==> config.mk <==
export PLATFORM = sky130hd
export DESIGN_NAME = iocr_top
export DESIGN_NICKNAME = d
export VERILOG_FILES = /design/src/pkg/iocr_pkg.sv /design/src/logic/iocr_top.sv /design/src/logic/iocr_timer.sv
export SDC_FILE = /design/constraint.sdc
export NUM_CORES = 1
export LEC_CHECK = 0
export ABC_AREA = 1
export ABC_CLOCK_PERIOD_IN_PS = 4900
export BUFFER_PORTS_ARGS = -buffer_cell sky130_fd_sc_hd__buf_4
export CAP_MARGIN = 0
export CORE_UTILIZATION = 62
export CTS_CLUSTER_DIAMETER = 40
export DETAILED_ROUTE_END_ITERATION = 16
export HOLD_SLACK_MARGIN = 0.08
export PLACE_DENSITY_LB_ADDON = 0.12
export SYNTH_ARGS = -nofsm -noshare
export SYNTH_HDL_FRONTEND = slang
export SYNTH_HIERARCHICAL = 1
export SYNTH_SLANG_ARGS = --single-unit
==> constraint.sdc <==
create_clock -name clk -period 4.9 [get_ports clk]
set_input_delay 0.245 -clock clk [delete_from_list [all_inputs] [get_ports clk]]
set_output_delay 0.245 -clock clk [all_outputs]
set_load 0.005 [all_outputs]
==> src/pkg/iocr_pkg.sv <==
// Constants and types for the input overcurrent response and turn-on delay block
package iocr_pkg;

	// ****************************************
	// Command codes (page 0 only)
	// ****************************************
	localparam logic [7:0]  CMD_INPUT_OVERCURRENT_FAULT_LIMIT = 8'h5B;
	localparam logic [7:0]  CMD_INPUT_OVERCURRENT_RESPONSE    = 8'h5C;
	localparam logic [7:0]  CMD_INPUT_OVERCURRENT_WARN_LIMIT  = 8'h5D;
	localparam logic [7:0]  CMD_TURN_ON_DELAY                 = 8'h60;
	localparam logic [7:0]  PAGE_ZERO                         = 8'h00;

	// ****************************************
	// Reset values
	// ****************************************
	localparam logic [7:0]  RESPONSE_RESET   = 8'h04;
	localparam logic [15:0] WARN_LIMIT_RESET = 16'h3A98;
	localparam logic [15:0] FAULT_LIMIT_RESET = 16'h03E8;
	localparam logic [15:0] TURN_ON_DELAY_RESET  = 16'h0000;

	// ****************************************
	// Response field layout and codes
	// ****************************************
	localparam int          ACTION_MSB       = 7;
	localparam int          ACTION_LSB       = 6;
	localparam int          RETRY_MSB        = 5;
	localparam int          RETRY_LSB        = 3;
	localparam int          DELAY_MSB        = 2;
	localparam int          DELAY_LSB        = 0;
	localparam logic [1:0]  ACTION_CONTINUE  = 2'h0;
	localparam logic [1:0]  ACTION_DISABLE   = 2'h3;
	localparam logic [2:0]  RETRY_NONE       = 3'h0;
	localparam logic [2:0]  RETRY_FOREVER    = 3'h7;
	localparam logic [2:0]  DELAY_CODE_MAX   = 3'h7;

	// ****************************************
	// Timing
	// ****************************************
	localparam int          CLK_MHZ          = 100;
	localparam int          TON_STEP_US      = 10;
	localparam int          TON_STEP_CYCLES  = TON_STEP_US * CLK_MHZ;
	localparam int          RETRY_STEP_MS    = 25;
	localparam int          RETRY_MAX_MS     = 175;
	localparam int          RETRY_STEP_CYCLES = RETRY_STEP_MS * 1000 * CLK_MHZ;
	localparam int          RETRY_MAX_CYCLES = RETRY_MAX_MS * 1000 * CLK_MHZ;

	// ****************************************
	// Types
	// ****************************************
	typedef struct packed {
		logic        write;
		logic        read;
		logic [7:0]  page;
		logic [7:0]  command;
		logic [15:0] wdata;
	} iocr_cmd_t;

	typedef struct packed {
		logic        valid;
		logic        error;
		logic [15:0] rdata;
	} iocr_rsp_t;

	typedef enum logic [4:0] {
		ST_OFF      = 5'h01,
		ST_TON_WAIT = 5'h02,
		ST_ON       = 5'h04,
		ST_LATCHED  = 5'h08,
		ST_RETRY    = 5'h10
	} iocr_state_t;

endpackage

==> src/logic/iocr_top.sv <==
// Input overcurrent response, warning and turn-on delay control
`timescale 1ns/100ps
// How it works
// [RL1] The action field selects continue for 00 and disable-then-retry for 11, other codes act as continue.
// [RL2] A declared fault always pulls the alert low and sets the sticky fault status bit.
// [RL3] Retry code 000 keeps a disabled output off until the enable is cycled, an outside fault forces shutdown, or reset.
// [RL4] Retry code 111 restarts without limit until enable drops or an outside fault forces shutdown.
// [RL5] Restart attempts are spaced by the delay coded in the low three bits.
// [RL6] The retry delay is zero for 000, 25 ms per step for 001 to 110 and 175 ms for 111.
// [RL7] Protection compares the synthesized input current reading, not a sensed current.
// [RL8] The response register resets to 04h.
// [RL9] The warning limit is a signed 16-bit value at 10 mA per step.
// [RL10] The warning limit resets to 3A98h.
// [RL11] After enable the ramp start waits the turn-on delay in 10 us steps.
// [RL12] The turn-on delay resets to 0000h.
// [RL13] Commands are only accepted on page 00h and one copy is kept.
// [RL14] A fault is declared when the reading exceeds a signed fault limit that resets to 03E8h.
// [RL15] A reading above the warning limit sets a warning and the alert without disabling the output.
module iocr_top
	import iocr_pkg::*;
(
	input  wire logic        clk,                    // System clock, 100 MHz
	input  wire logic        reset,                  // Synchronous reset, active high
	input  wire iocr_cmd_t   cmd,                    // Command port from the bus engine
	input  wire logic [15:0] input_current_reading,  // Synthesized input current, 10 mA steps
	input  wire logic        enable,                 // Enable pin and operation command combined
	input  wire logic        shutdown_fault,         // Other fault forcing shutdown
	input  wire logic        clear_faults,           // Clears sticky status bits
	output iocr_rsp_t        rsp,                    // Command answer
	output logic             alert_out_n,            // Alert, active low
	output logic             output_enable,          // Output stage on
	output logic             ramp_start,             // One-cycle pulse starting the rise
	output logic             oc_fault_status,        // Sticky input overcurrent fault
	output logic             oc_warn_status          // Sticky input overcurrent warning
);
	logic [7:0]  input_overcurrent_response_reg;
	logic [15:0] input_overcurrent_warning_limit_reg;
	logic [15:0] input_overcurrent_fault_limit_reg;
	logic [15:0] turn_on_delay_reg;
	iocr_state_t state_reg, state_next;
	iocr_rsp_t   rsp_reg;
	logic        alert_n_reg, out_en_reg, ramp_reg, fault_st_reg, warn_st_reg;
	logic        page_ok, wr_hit;
	logic        fault_now, warn_now;
	logic [1:0]  fault_action_field;
	logic [2:0]  retry_code, delay_code;
	logic        timer_load, timer_busy;
	logic [31:0] timer_count, retry_cycles, ton_cycles;

	// ****************************************
	// Register access
	// ****************************************
	assign page_ok = (cmd.page == PAGE_ZERO);  // see [RL13]
	assign wr_hit  = cmd.write && page_ok;

	always_ff @(posedge clk) begin
		if (reset) begin
			input_overcurrent_response_reg      <= RESPONSE_RESET;     // see [RL8]
			input_overcurrent_warning_limit_reg <= WARN_LIMIT_RESET;   // see [RL10]
			input_overcurrent_fault_limit_reg   <= FAULT_LIMIT_RESET;  // see [RL14]
			turn_on_delay_reg                   <= TURN_ON_DELAY_RESET;    // see [RL12]
		end else if (wr_hit) begin
			case (cmd.command)
				CMD_INPUT_OVERCURRENT_RESPONSE: begin
					input_overcurrent_response_reg <= cmd.wdata[7:0];
				end
				CMD_INPUT_OVERCURRENT_WARN_LIMIT: begin
					input_overcurrent_warning_limit_reg <= cmd.wdata;
				end
				CMD_INPUT_OVERCURRENT_FAULT_LIMIT: begin
					input_overcurrent_fault_limit_reg <= cmd.wdata;
				end
				CMD_TURN_ON_DELAY: begin
					turn_on_delay_reg <= cmd.wdata;
				end
				default: begin
				end
			endcase
		end
	end

	always_ff @(posedge clk) begin
		if (reset) begin
			rsp_reg <= '0;
		end else begin
			rsp_reg.valid <= cmd.read || cmd.write;
			rsp_reg.error <= 1'b0;
			rsp_reg.rdata <= 16'h0000;
			if ((cmd.read || cmd.write) && !page_ok) begin
				rsp_reg.error <= 1'b1;  // see [RL13]
			end else if (cmd.read) begin
				case (cmd.command)
					CMD_INPUT_OVERCURRENT_RESPONSE: begin
						rsp_reg.rdata <= {8'h00, input_overcurrent_response_reg};
					end
					CMD_INPUT_OVERCURRENT_WARN_LIMIT: begin
						rsp_reg.rdata <= input_overcurrent_warning_limit_reg;
					end
					CMD_INPUT_OVERCURRENT_FAULT_LIMIT: begin
						rsp_reg.rdata <= input_overcurrent_fault_limit_reg;
					end
					CMD_TURN_ON_DELAY: begin
						rsp_reg.rdata <= turn_on_delay_reg;
					end
					default: begin
						rsp_reg.error <= 1'b1;
					end
				endcase
			end else if (cmd.write) begin
				case (cmd.command)
					CMD_INPUT_OVERCURRENT_RESPONSE, CMD_INPUT_OVERCURRENT_WARN_LIMIT,
					CMD_INPUT_OVERCURRENT_FAULT_LIMIT, CMD_TURN_ON_DELAY: begin
						rsp_reg.error <= 1'b0;
					end
					default: begin
						rsp_reg.error <= 1'b1;
					end
				endcase
			end
		end
	end

	// ****************************************
	// Detection
	// ****************************************
	assign fault_now = $signed(input_current_reading) > $signed(input_overcurrent_fault_limit_reg);  // see [RL7] [RL14]
	assign warn_now  = $signed(input_current_reading) > $signed(input_overcurrent_warning_limit_reg); // see [RL9]

	assign fault_action_field = input_overcurrent_response_reg[ACTION_MSB:ACTION_LSB];
	assign retry_code         = input_overcurrent_response_reg[RETRY_MSB:RETRY_LSB];
	assign delay_code         = input_overcurrent_response_reg[DELAY_MSB:DELAY_LSB];

	// ****************************************
	// Delays
	// ****************************************
	always_comb begin
		if (delay_code == DELAY_CODE_MAX) begin
			retry_cycles = 32'(RETRY_MAX_CYCLES);  // see [RL6]
		end else begin
			retry_cycles = 32'(delay_code) * 32'(RETRY_STEP_CYCLES);  // see [RL6]
		end
	end

	assign ton_cycles = 32'(turn_on_delay_reg) * 32'(TON_STEP_CYCLES);  // see [RL11]

	// ****************************************
	// Output state machine
	// ****************************************
	always_comb begin
		state_next  = state_reg;
		timer_load  = 1'b0;
		timer_count = ton_cycles;
		case (state_reg)
			ST_OFF: begin
				if (enable && !shutdown_fault) begin
					state_next = ST_TON_WAIT;
					timer_load = 1'b1;  // see [RL11]
				end
			end
			ST_TON_WAIT: begin
				if (!enable || shutdown_fault) begin
					state_next = ST_OFF;
				end else if (!timer_busy) begin
					state_next = ST_ON;
				end
			end
			ST_ON: begin
				if (!enable || shutdown_fault) begin
					state_next = ST_OFF;
				end else if (fault_now && fault_action_field == ACTION_DISABLE) begin  // see [RL1]
					if (retry_code == RETRY_FOREVER) begin
						state_next  = ST_RETRY;  // see [RL4]
						timer_load  = 1'b1;
						timer_count = retry_cycles;  // see [RL5]
					end else begin
						state_next = ST_LATCHED;  // see [RL3]
					end
				end
			end
			ST_LATCHED: begin
				if (!enable || shutdown_fault) begin
					state_next = ST_OFF;  // see [RL3]
				end
			end
			ST_RETRY: begin
				if (!enable || shutdown_fault) begin
					state_next = ST_OFF;  // see [RL4]
				end else if (!timer_busy) begin
					state_next = ST_TON_WAIT;  // see [RL5]
					timer_load = 1'b1;
				end
			end
			default: begin
				state_next = ST_OFF;
			end
		endcase
	end

	always_ff @(posedge clk) begin
		if (reset) begin
			state_reg <= ST_OFF;
		end else begin
			state_reg <= state_next;
		end
	end

	always_ff @(posedge clk) begin
		if (reset) begin
			out_en_reg <= 1'b0;
			ramp_reg   <= 1'b0;
		end else begin
			out_en_reg <= (state_next == ST_ON);
			ramp_reg   <= (state_reg == ST_TON_WAIT) && (state_next == ST_ON);  // see [RL11]
		end
	end

	// ****************************************
	// Status and alert
	// ****************************************
	always_ff @(posedge clk) begin
		if (reset) begin
			fault_st_reg <= 1'b0;
			warn_st_reg  <= 1'b0;
			alert_n_reg  <= 1'b1;
		end else begin
			fault_st_reg <= fault_now || (fault_st_reg && !clear_faults);  // see [RL2]
			warn_st_reg  <= warn_now || (warn_st_reg && !clear_faults);    // see [RL15]
			alert_n_reg  <= !(fault_now || warn_now || ((fault_st_reg || warn_st_reg) && !clear_faults));  // see [RL2] [RL15]
		end
	end

	iocr_timer u_timer (
		.clk   (clk),
		.reset (reset),
		.load  (timer_load),
		.count (timer_count),
		.busy  (timer_busy)
	);

	assign rsp             = rsp_reg;
	assign alert_out_n     = alert_n_reg;
	assign output_enable   = out_en_reg;
	assign ramp_start      = ramp_reg;
	assign oc_fault_status = fault_st_reg;
	assign oc_warn_status  = warn_st_reg;
endmodule

==> src/logic/iocr_timer.sv <==
// Down-counting delay timer in clock cycles
`timescale 1ns/100ps
module iocr_timer (
	input  wire logic        clk,    // System clock
	input  wire logic        reset,  // Synchronous reset, active high
	input  wire logic        load,   // Load a new count
	input  wire logic [31:0] count,  // Cycles to wait
	output logic             busy    // High while counting
);
	logic [31:0] remain_reg;

	always_ff @(posedge clk) begin
		if (reset) begin
			remain_reg <= 32'h0;
		end else if (load) begin
			remain_reg <= count;
		end else if (remain_reg != 32'h0) begin
			remain_reg <= remain_reg - 32'h1;
		end
	end

	assign busy = (remain_reg != 32'h0);
endmodule

# Word level (Yosys, flattened, before mapping)
# Index checks and enable logic that the tools add are counted.
[word_totals]
inputBits = 55
word_cells = 91
output_inout_bits = 23
register_bits = 116
[classes]
n_bitwise = 1
n_mux = 29
n_reduce_logical = 29
mul = 2
n_eq_ne = 13
addsub = 1
magnitude_cmp = 2
[ops]
columns = ["op", "count"]
rows = [
  ["$mux 32", 6],
  ["$pmux 16 s4", 1],
  ["$mux 5", 9],
  ["$eq 8x7->1 const B", 4],
  ["$gt 16x16->1", 2],
  ["$reduce_bool 32->1", 1],
  ["$sub 32x1->32 const B", 1],
  ["$mux 25", 1],
  ["$pmux 5 s5", 1],
  ["$mul 16x7->23 const B", 1],
  ["$mul 3x17->20 const B", 1],
  ["$eq 5x3->1 const B", 2],
  ["$mux 1", 10],
  ["$logic_and 1x1->1", 8],
  ["$logic_not 8->1", 1],
  ["$reduce_and 2->1", 4],
  ["$logic_or 1x1->1", 7],
  ["$eq 3x3->1 const B", 2],
  ["$eq 5x1->1 const B", 1],
  ["$eq 5x2->1 const B", 1],
  ["$eq 5x4->1 const B", 1],
  ["$eq 5x5->1 const B", 1],
  ["$logic_not 1->1", 5],
  ["$reduce_or 4->1", 1],
  ["other kinds (5)", 5],
]

# Logic depth before layout (Yosys ltp)
[logic_depth]
word_depth = 7
mapped_depth = 24
depth_no_buf = 22

# Cells and area by module
# The synthesis kept the hierarchy.
[modules_own_cells]
columns = ["module", "area_each_um2", "n_inst", "seq_area_each_um2", "cells_each"]
rows = [
  ["iocr_top", 7415.9, 1, 1681.6, 951],
  ["iocr_timer", 2247.2, 1, 640.6, 365],
]

# Least setup slack after synthesis
# OpenSTA, ideal clock, no wires.
[synth_timing]
kind = "reg-to-reg"
startpoint = "reg turn_on_delay_reg[2]"
endpoint = "reg u_timer.remain_reg[21]"
required_ns = 4.835
setup_time_ns = 0.065
n_path_buf = 0
t_arrival_ns = 4.101
setup_slack_ns = 0.733
stages_incl_launch_ff = 19
path_cell_list = "dfxtp_1 inv_1 fa_1 fa_1 fa_1 fa_1 inv_1 ha_1 a21oi_1 a21boi_1 o21ai_0 nand3_1 nand2_1 xnor2_1 o21ai_0 nand2_1 nand2_1 nand2_1 nor2_1"
[synth_between]
elab_chain_cells = 6
[synth_rtl]
columns = ["element", "line_no", "text"]
rows = [
  ["start, declared", "iocr_top.sv:39", "logic [15:0] turn_on_delay_reg;"],
  ["start signal, assigned", "iocr_top.sv:74", "turn_on_delay_reg <= cmd.wdata;"],
  ["$mul 16x7->23 (*)", "iocr_top.sv:144", "assign ton_cycles = 32'(turn_on_delay_reg) * 32'(TON_STEP_CYCLES);"],
  ["$mux 32", "iocr_top.sv:171", "if (retry_code == RETRY_FOREVER) begin"],
  ["$mux 32", "iocr_top.sv:170", "end else if (fault_now && fault_action_field == ACTION_DISABLE) begin"],
  ["$mux 32", "iocr_top.sv:168", "if (!enable || shutdown_fault) begin"],
  ["$mux 32 (*)", "iocr_top.sv:153", "case (state_reg)"],
  ["net timer_count[21]", "iocr_top.sv:48", "logic [31:0] timer_count, retry_cycles, ton_cycles;"],
  ["$mux 32 (*)", "iocr_timer.sv:15", "end else if (load) begin"],
  ["end signal, assigned", "iocr_timer.sv:16", "remain_reg <= count;"],
  ["end signal, assigned", "iocr_timer.sv:18", "remain_reg <= remain_reg - 32'h1;"],
  ["end, declared", "iocr_timer.sv:10", "logic [31:0] remain_reg;"],
]
# Mark *: on every way through the listed nets, which the timed path passes. The rest lies on a longest branch.
# A chain may end at the register's enable or synchronous reset.

# Worst setup path in the final report
[layout_timing]
startpoint = "reg turn_on_delay_reg[7]"
endpoint = "reg u_timer.remain_reg[19]"
# Same word-level chain as after synthesis.

==> run summary <==
OUTCOME
--------------------------------------------------------------------------------------
Status                                                                    finished clean

DETAILED ROUTING
--------------------------------------------------------------------------------------
Remaining design rule violation count                                                0
Highest routed layer                                                              met4
DR WL/cell                                                                     16.5 um
Number of detailed-route iterations in the first pass                                7
DRT Wirelength                                                                 26.5 mm
Wire length on met1                                                            11.6 mm
Final antenna-violating net count                                                    0
Detail-routed via count per cell                                                  5.70
Initial drt markers                                                                745
Routed via count                                                                  9138
Detail Route met3 WL                                                           2.00 mm
Met2 wire length                                                               12.3 mm

PWR
--------------------------------------------------------------------------------------
Net switching power                                                            1600 uW
Leakage component of the power                                              0.00526 uW
Clock group share of total power                                                 32.6%
Power per Cell Area                                                         355 nW/um2
Logic pwr share                                                                  37.8%
Internal Pwr Total                                                             2320 uW
Peak supply drop                                                              0.272 mV
Switching part of the total power                                                40.8%
Sequential share of power                                                        29.6%

GRT
--------------------------------------------------------------------------------------
First-pass GRT wire length                                                     43.4 mm
Initial antenna violation count                                                      0
Maximum number of pins on one net before global-route repair                        60
Overflow after GRT                                                                   0
Vias in the first global route                                                    8810
Overall global routing resource usage                                            34.4%

FLOORPLANNING
--------------------------------------------------------------------------------------
Number of standard-cell rows in the floorplan                                       45
Area inside the core boundary                                                15200 um2
Vertical die dimension                                                          127 um
Die area                                                                     16100 um2
X dimension of the die                                                          127 um
Starting density of the core                                                     63.6%
Io pins                                                                             78

TIMING
--------------------------------------------------------------------------------------
Clock tree skew after final layout                                           0.0126 ns
Pin slew with the least headroom to its limit                                 0.707 ns
Minimum hold slack                                                           0.0885 ns
Max transition margin                                                            52.4%
RSZ-0062 raised after global routing                                             false
Final setup violation count                                                          0
Final Cycle Share                                                                95.0%
Count of endpoints failing hold in the final timing report                           0
Setup Total Neg Slack                                                             0 ns
Count of pins over their slew limit                                                  0
Period minus WS final                                                          4.65 ns
Highest Clock Rate                                                             215 MHz

PLACE
--------------------------------------------------------------------------------------
Final HPWL DP                                                                  20.2 mm
Buffers added on ports                                                              77
Global placer's final weighted congestion                                        0.966
Post-DP Area                                                                 10400 um2

MIN PATH
--------------------------------------------------------------------------------------
Type of the tightest min-delay check                                      input pin to flop
Min-Delay Endpoint                                                        input_overcurrent_warning_limit_reg[13]
Hold wc startpoint                                                             cmd[13]
Hold Crit Depth                                                                      3

CLOCK TREE
--------------------------------------------------------------------------------------
Inserted Clock Buffers                                                              17
Sinks on the clock net                                                             116
Clock latency reported for the late side of the worst-skew pair                0.42 ns
CTS tree                                                                         built
Clock slew at the register clock pins of the worst setup and hold paths        0.06 ns
CTS root buf                                                              sky130_fd_sc_hd__clkbuf_16
Clock tree buffer depth                                                              2
Depth of the CTS H-tree                                                              4

CRITICAL PATH
--------------------------------------------------------------------------------------
Reg-to-reg endpoint                                                       u_timer/remain_reg[19]
Reg-to-reg setup timing slack                                                  0.25 ns
Worst Path Required                                                            5.19 ns
Length in cells of the worst reg-to-reg path                                        17
Start-to-end type of the worst setup path                                 flop to flop
Startpoint of the worst register-to-register path                         turn_on_delay_reg[7]
Crit Path Max Fanout                                                                 6
Type of origin of the critical path                                               flop
Data arrival time of the worst path                                            4.95 ns
Capturing element type of the critical path                                       flop

YOSYS
--------------------------------------------------------------------------------------
Yosys reg bits                                                                     116
Part of the Yosys area used for sequential elements                              24.0%
Yosys cell types                                                                    54
Post-synth EDFFs                                                                     0
Synth Cell Area                                                               9660 um2
Gate count after technology mapping                                               1316
Mapped Avg Cell Area                                                          7.34 um2
Count of warnings emitted by yosys                                                   6
Async set-reset flop share out of synthesis                                         0%
Most used flip-flop cell after synthesis                                  sky130_fd_sc_hd__dfxtp_1

CELLS AND AREA
--------------------------------------------------------------------------------------
Design Area, Final                                                           11100 um2
Most common library cell in the layout ignoring fill and taps             sky130_fd_sc_hd__nand2_1
Layout area overhead                                                             14.6%
Number of flip-flops under the largest register name                                32
Final antenna diode count                                                            0
Number of filler cells placed in the layout                                       1231
Fraction of layout instances using a drive strength above 1                      12.0%
Number of nets in the layout                                                      1605
Leading cell types in the layout, fill and taps excluded                  238 x sky130_fd_sc_hd__nand2_1, 199 x sky130_fd_sc_hd__inv_1, 129 x sky130_fd_sc_hd__nor2_1, 116 x sky130_fd_sc_hd__dfxtp_1, 112 x sky130_fd_sc_hd__a21oi_1

FLOW RUN
--------------------------------------------------------------------------------------
Max-Cap Viols                                                                        0

[worst max-delay path by stage]
stage,from,end,slack (ns),cells after the start
2_1_floorplan,turn_on_delay_reg[2],u_timer/remain_reg[21],0.73,18
6_report,turn_on_delay_reg[7],u_timer/remain_reg[19],0.25,17
3_5_place_dp,turn_on_delay_reg[7],u_timer/remain_reg[25],0.24,17
3_3_place_gp,turn_on_delay_reg[7],u_timer/remain_reg[25],0.38,17
5_1_grt,turn_on_delay_reg[7],u_timer/remain_reg[25],0.00005,17
4_1_cts,turn_on_delay_reg[7],u_timer/remain_reg[25],0.21,17
[synth_stat cells (3+ instances only)]
master / n / area [um2]
sky130_fd_sc_hd__a21oi_1: 112 / 561
sky130_fd_sc_hd__a221oi_1: 3 / 26.3
sky130_fd_sc_hd__a31oi_1: 3 / 18.8
sky130_fd_sc_hd__and2_1: 3 / 18.8
sky130_fd_sc_hd__buf_2: 6 / 30.0
sky130_fd_sc_hd__buf_6: 3 / 33.8
sky130_fd_sc_hd__clkbuf_1: 22 / 82.6
sky130_fd_sc_hd__dfxtp_1: 116 / 2320
sky130_fd_sc_hd__fa_1: 55 / 1100
sky130_fd_sc_hd__ha_1: 94 / 1180
sky130_fd_sc_hd__inv_1: 199 / 747
sky130_fd_sc_hd__inv_2: 4 / 15.0
sky130_fd_sc_hd__nand2_1: 238 / 893
sky130_fd_sc_hd__nand2_2: 12 / 75.1
sky130_fd_sc_hd__nand3_1: 60 / 300
sky130_fd_sc_hd__nand4_1: 20 / 125
sky130_fd_sc_hd__nor2_1: 129 / 484
sky130_fd_sc_hd__nor2_2: 11 / 68.8
sky130_fd_sc_hd__nor2_4: 4 / 45.0
sky130_fd_sc_hd__nor2_8: 3 / 60.1
sky130_fd_sc_hd__nor3_1: 10 / 50.1
sky130_fd_sc_hd__nor4_1: 7 / 43.8
sky130_fd_sc_hd__o211ai_1: 20 / 150
sky130_fd_sc_hd__o21ai_0: 84 / 420
sky130_fd_sc_hd__o21ai_1: 9 / 45.0
sky130_fd_sc_hd__o21ai_2: 4 / 35.0
sky130_fd_sc_hd__o22ai_1: 13 / 81.3
sky130_fd_sc_hd__or2_2: 3 / 18.8
sky130_fd_sc_hd__xnor2_1: 18 / 158
sky130_fd_sc_hd__xor2_1: 16 / 140
[logic make-up (layout without fill, tap and decap cells)]
logic type               count (synthesis)  in the layout  share of synthesized area, %
AND/OR/NAND/NOR                        516            516                          24.6
AO/OA/AOI/OAI                          263            263                          15.1
buffers and inverters                  236            326                          9.48
adder cells (fa/ha/maj)                149            149                          23.6
flip-flops                             116            116                          24.0
XOR/XNOR                                34             34                          3.08
other                                    1              9                        0.0388
multiplexers                             1              1                         0.104
[critical path, stage by stage, from the launching register on]
cell and delay (ns):
sky130_fd_sc_hd__dfxtp_1 0.33, sky130_fd_sc_hd__inv_1 0.32, sky130_fd_sc_hd__fa_1 0.51, sky130_fd_sc_hd__fa_1 0.56
sky130_fd_sc_hd__fa_1 0.45, sky130_fd_sc_hd__fa_1 0.53, sky130_fd_sc_hd__inv_1 0.05, sky130_fd_sc_hd__ha_1 0.34
sky130_fd_sc_hd__nand2_1 0.13, sky130_fd_sc_hd__nor2_1 0.19, sky130_fd_sc_hd__inv_1 0.05, sky130_fd_sc_hd__o21ai_0 0.37
sky130_fd_sc_hd__a21oi_1 0.15, sky130_fd_sc_hd__xnor2_1 0.17, sky130_fd_sc_hd__nand2_1 0.07, sky130_fd_sc_hd__nand2_1 0.06
sky130_fd_sc_hd__o211ai_1 0.17, sky130_fd_sc_hd__nor2_1 0.05
[metrics by stage]
step | total power (uW) | worst slack (ns) | utilization (%) | std cells
3_5_place_dp | 2610 | 0.241 | 68.4 | 1563
5_1_grt | 4170 | 0.0000466 | 72.8 | 1602
6_report | 3930 | 0.246 | 72.8 | 1602
3_3_place_gp | 2590 | 0.379 | 68.4 | 1563
4_1_cts | 3910 | 0.214 | 72.8 | 1602
2_1_floorplan | 2290 | 0.733 | - | 1324
[per-layer routing]
metal	vias to the layer above	track usage (%)
met3	42	5.40
met2	389	57.3
met4	0	10.1
li1	4467	-
met1	4240	46.3
met5	-	0
[timing repair]
item	CTS	global route
gates resized for setup	0	1
setup endpoints to repair	0	1
hold endpoints to repair	9	0
buffers inserted	0	0
hold buffers	7	0
[area by class of cell]
cell class                      count  area [um2]  share of cell area (%)
Clock buffer                       19         453                    4.09
Clock inverter                     13         146                    1.32
Inverter                          204         766                    6.92
Multi-Input combinational cell    972        6450                    58.3
Sequential cell                   116        2320                    21.0
Tap cell                          188         235                    2.12
Timing Repair Buffer               90         693                    6.26
[power groups by stage]
stage               combinational, uW  clock [uW]  sequential (uW)
global placement                 1420           0             1170
detailed placement               1440           0             1170
floorplan                        1150           0             1140
CTS                              1460        1290             1160
finish                           1480        1280             1160
global route                     1670        1330             1170
(Power assumes the default switching activity.)
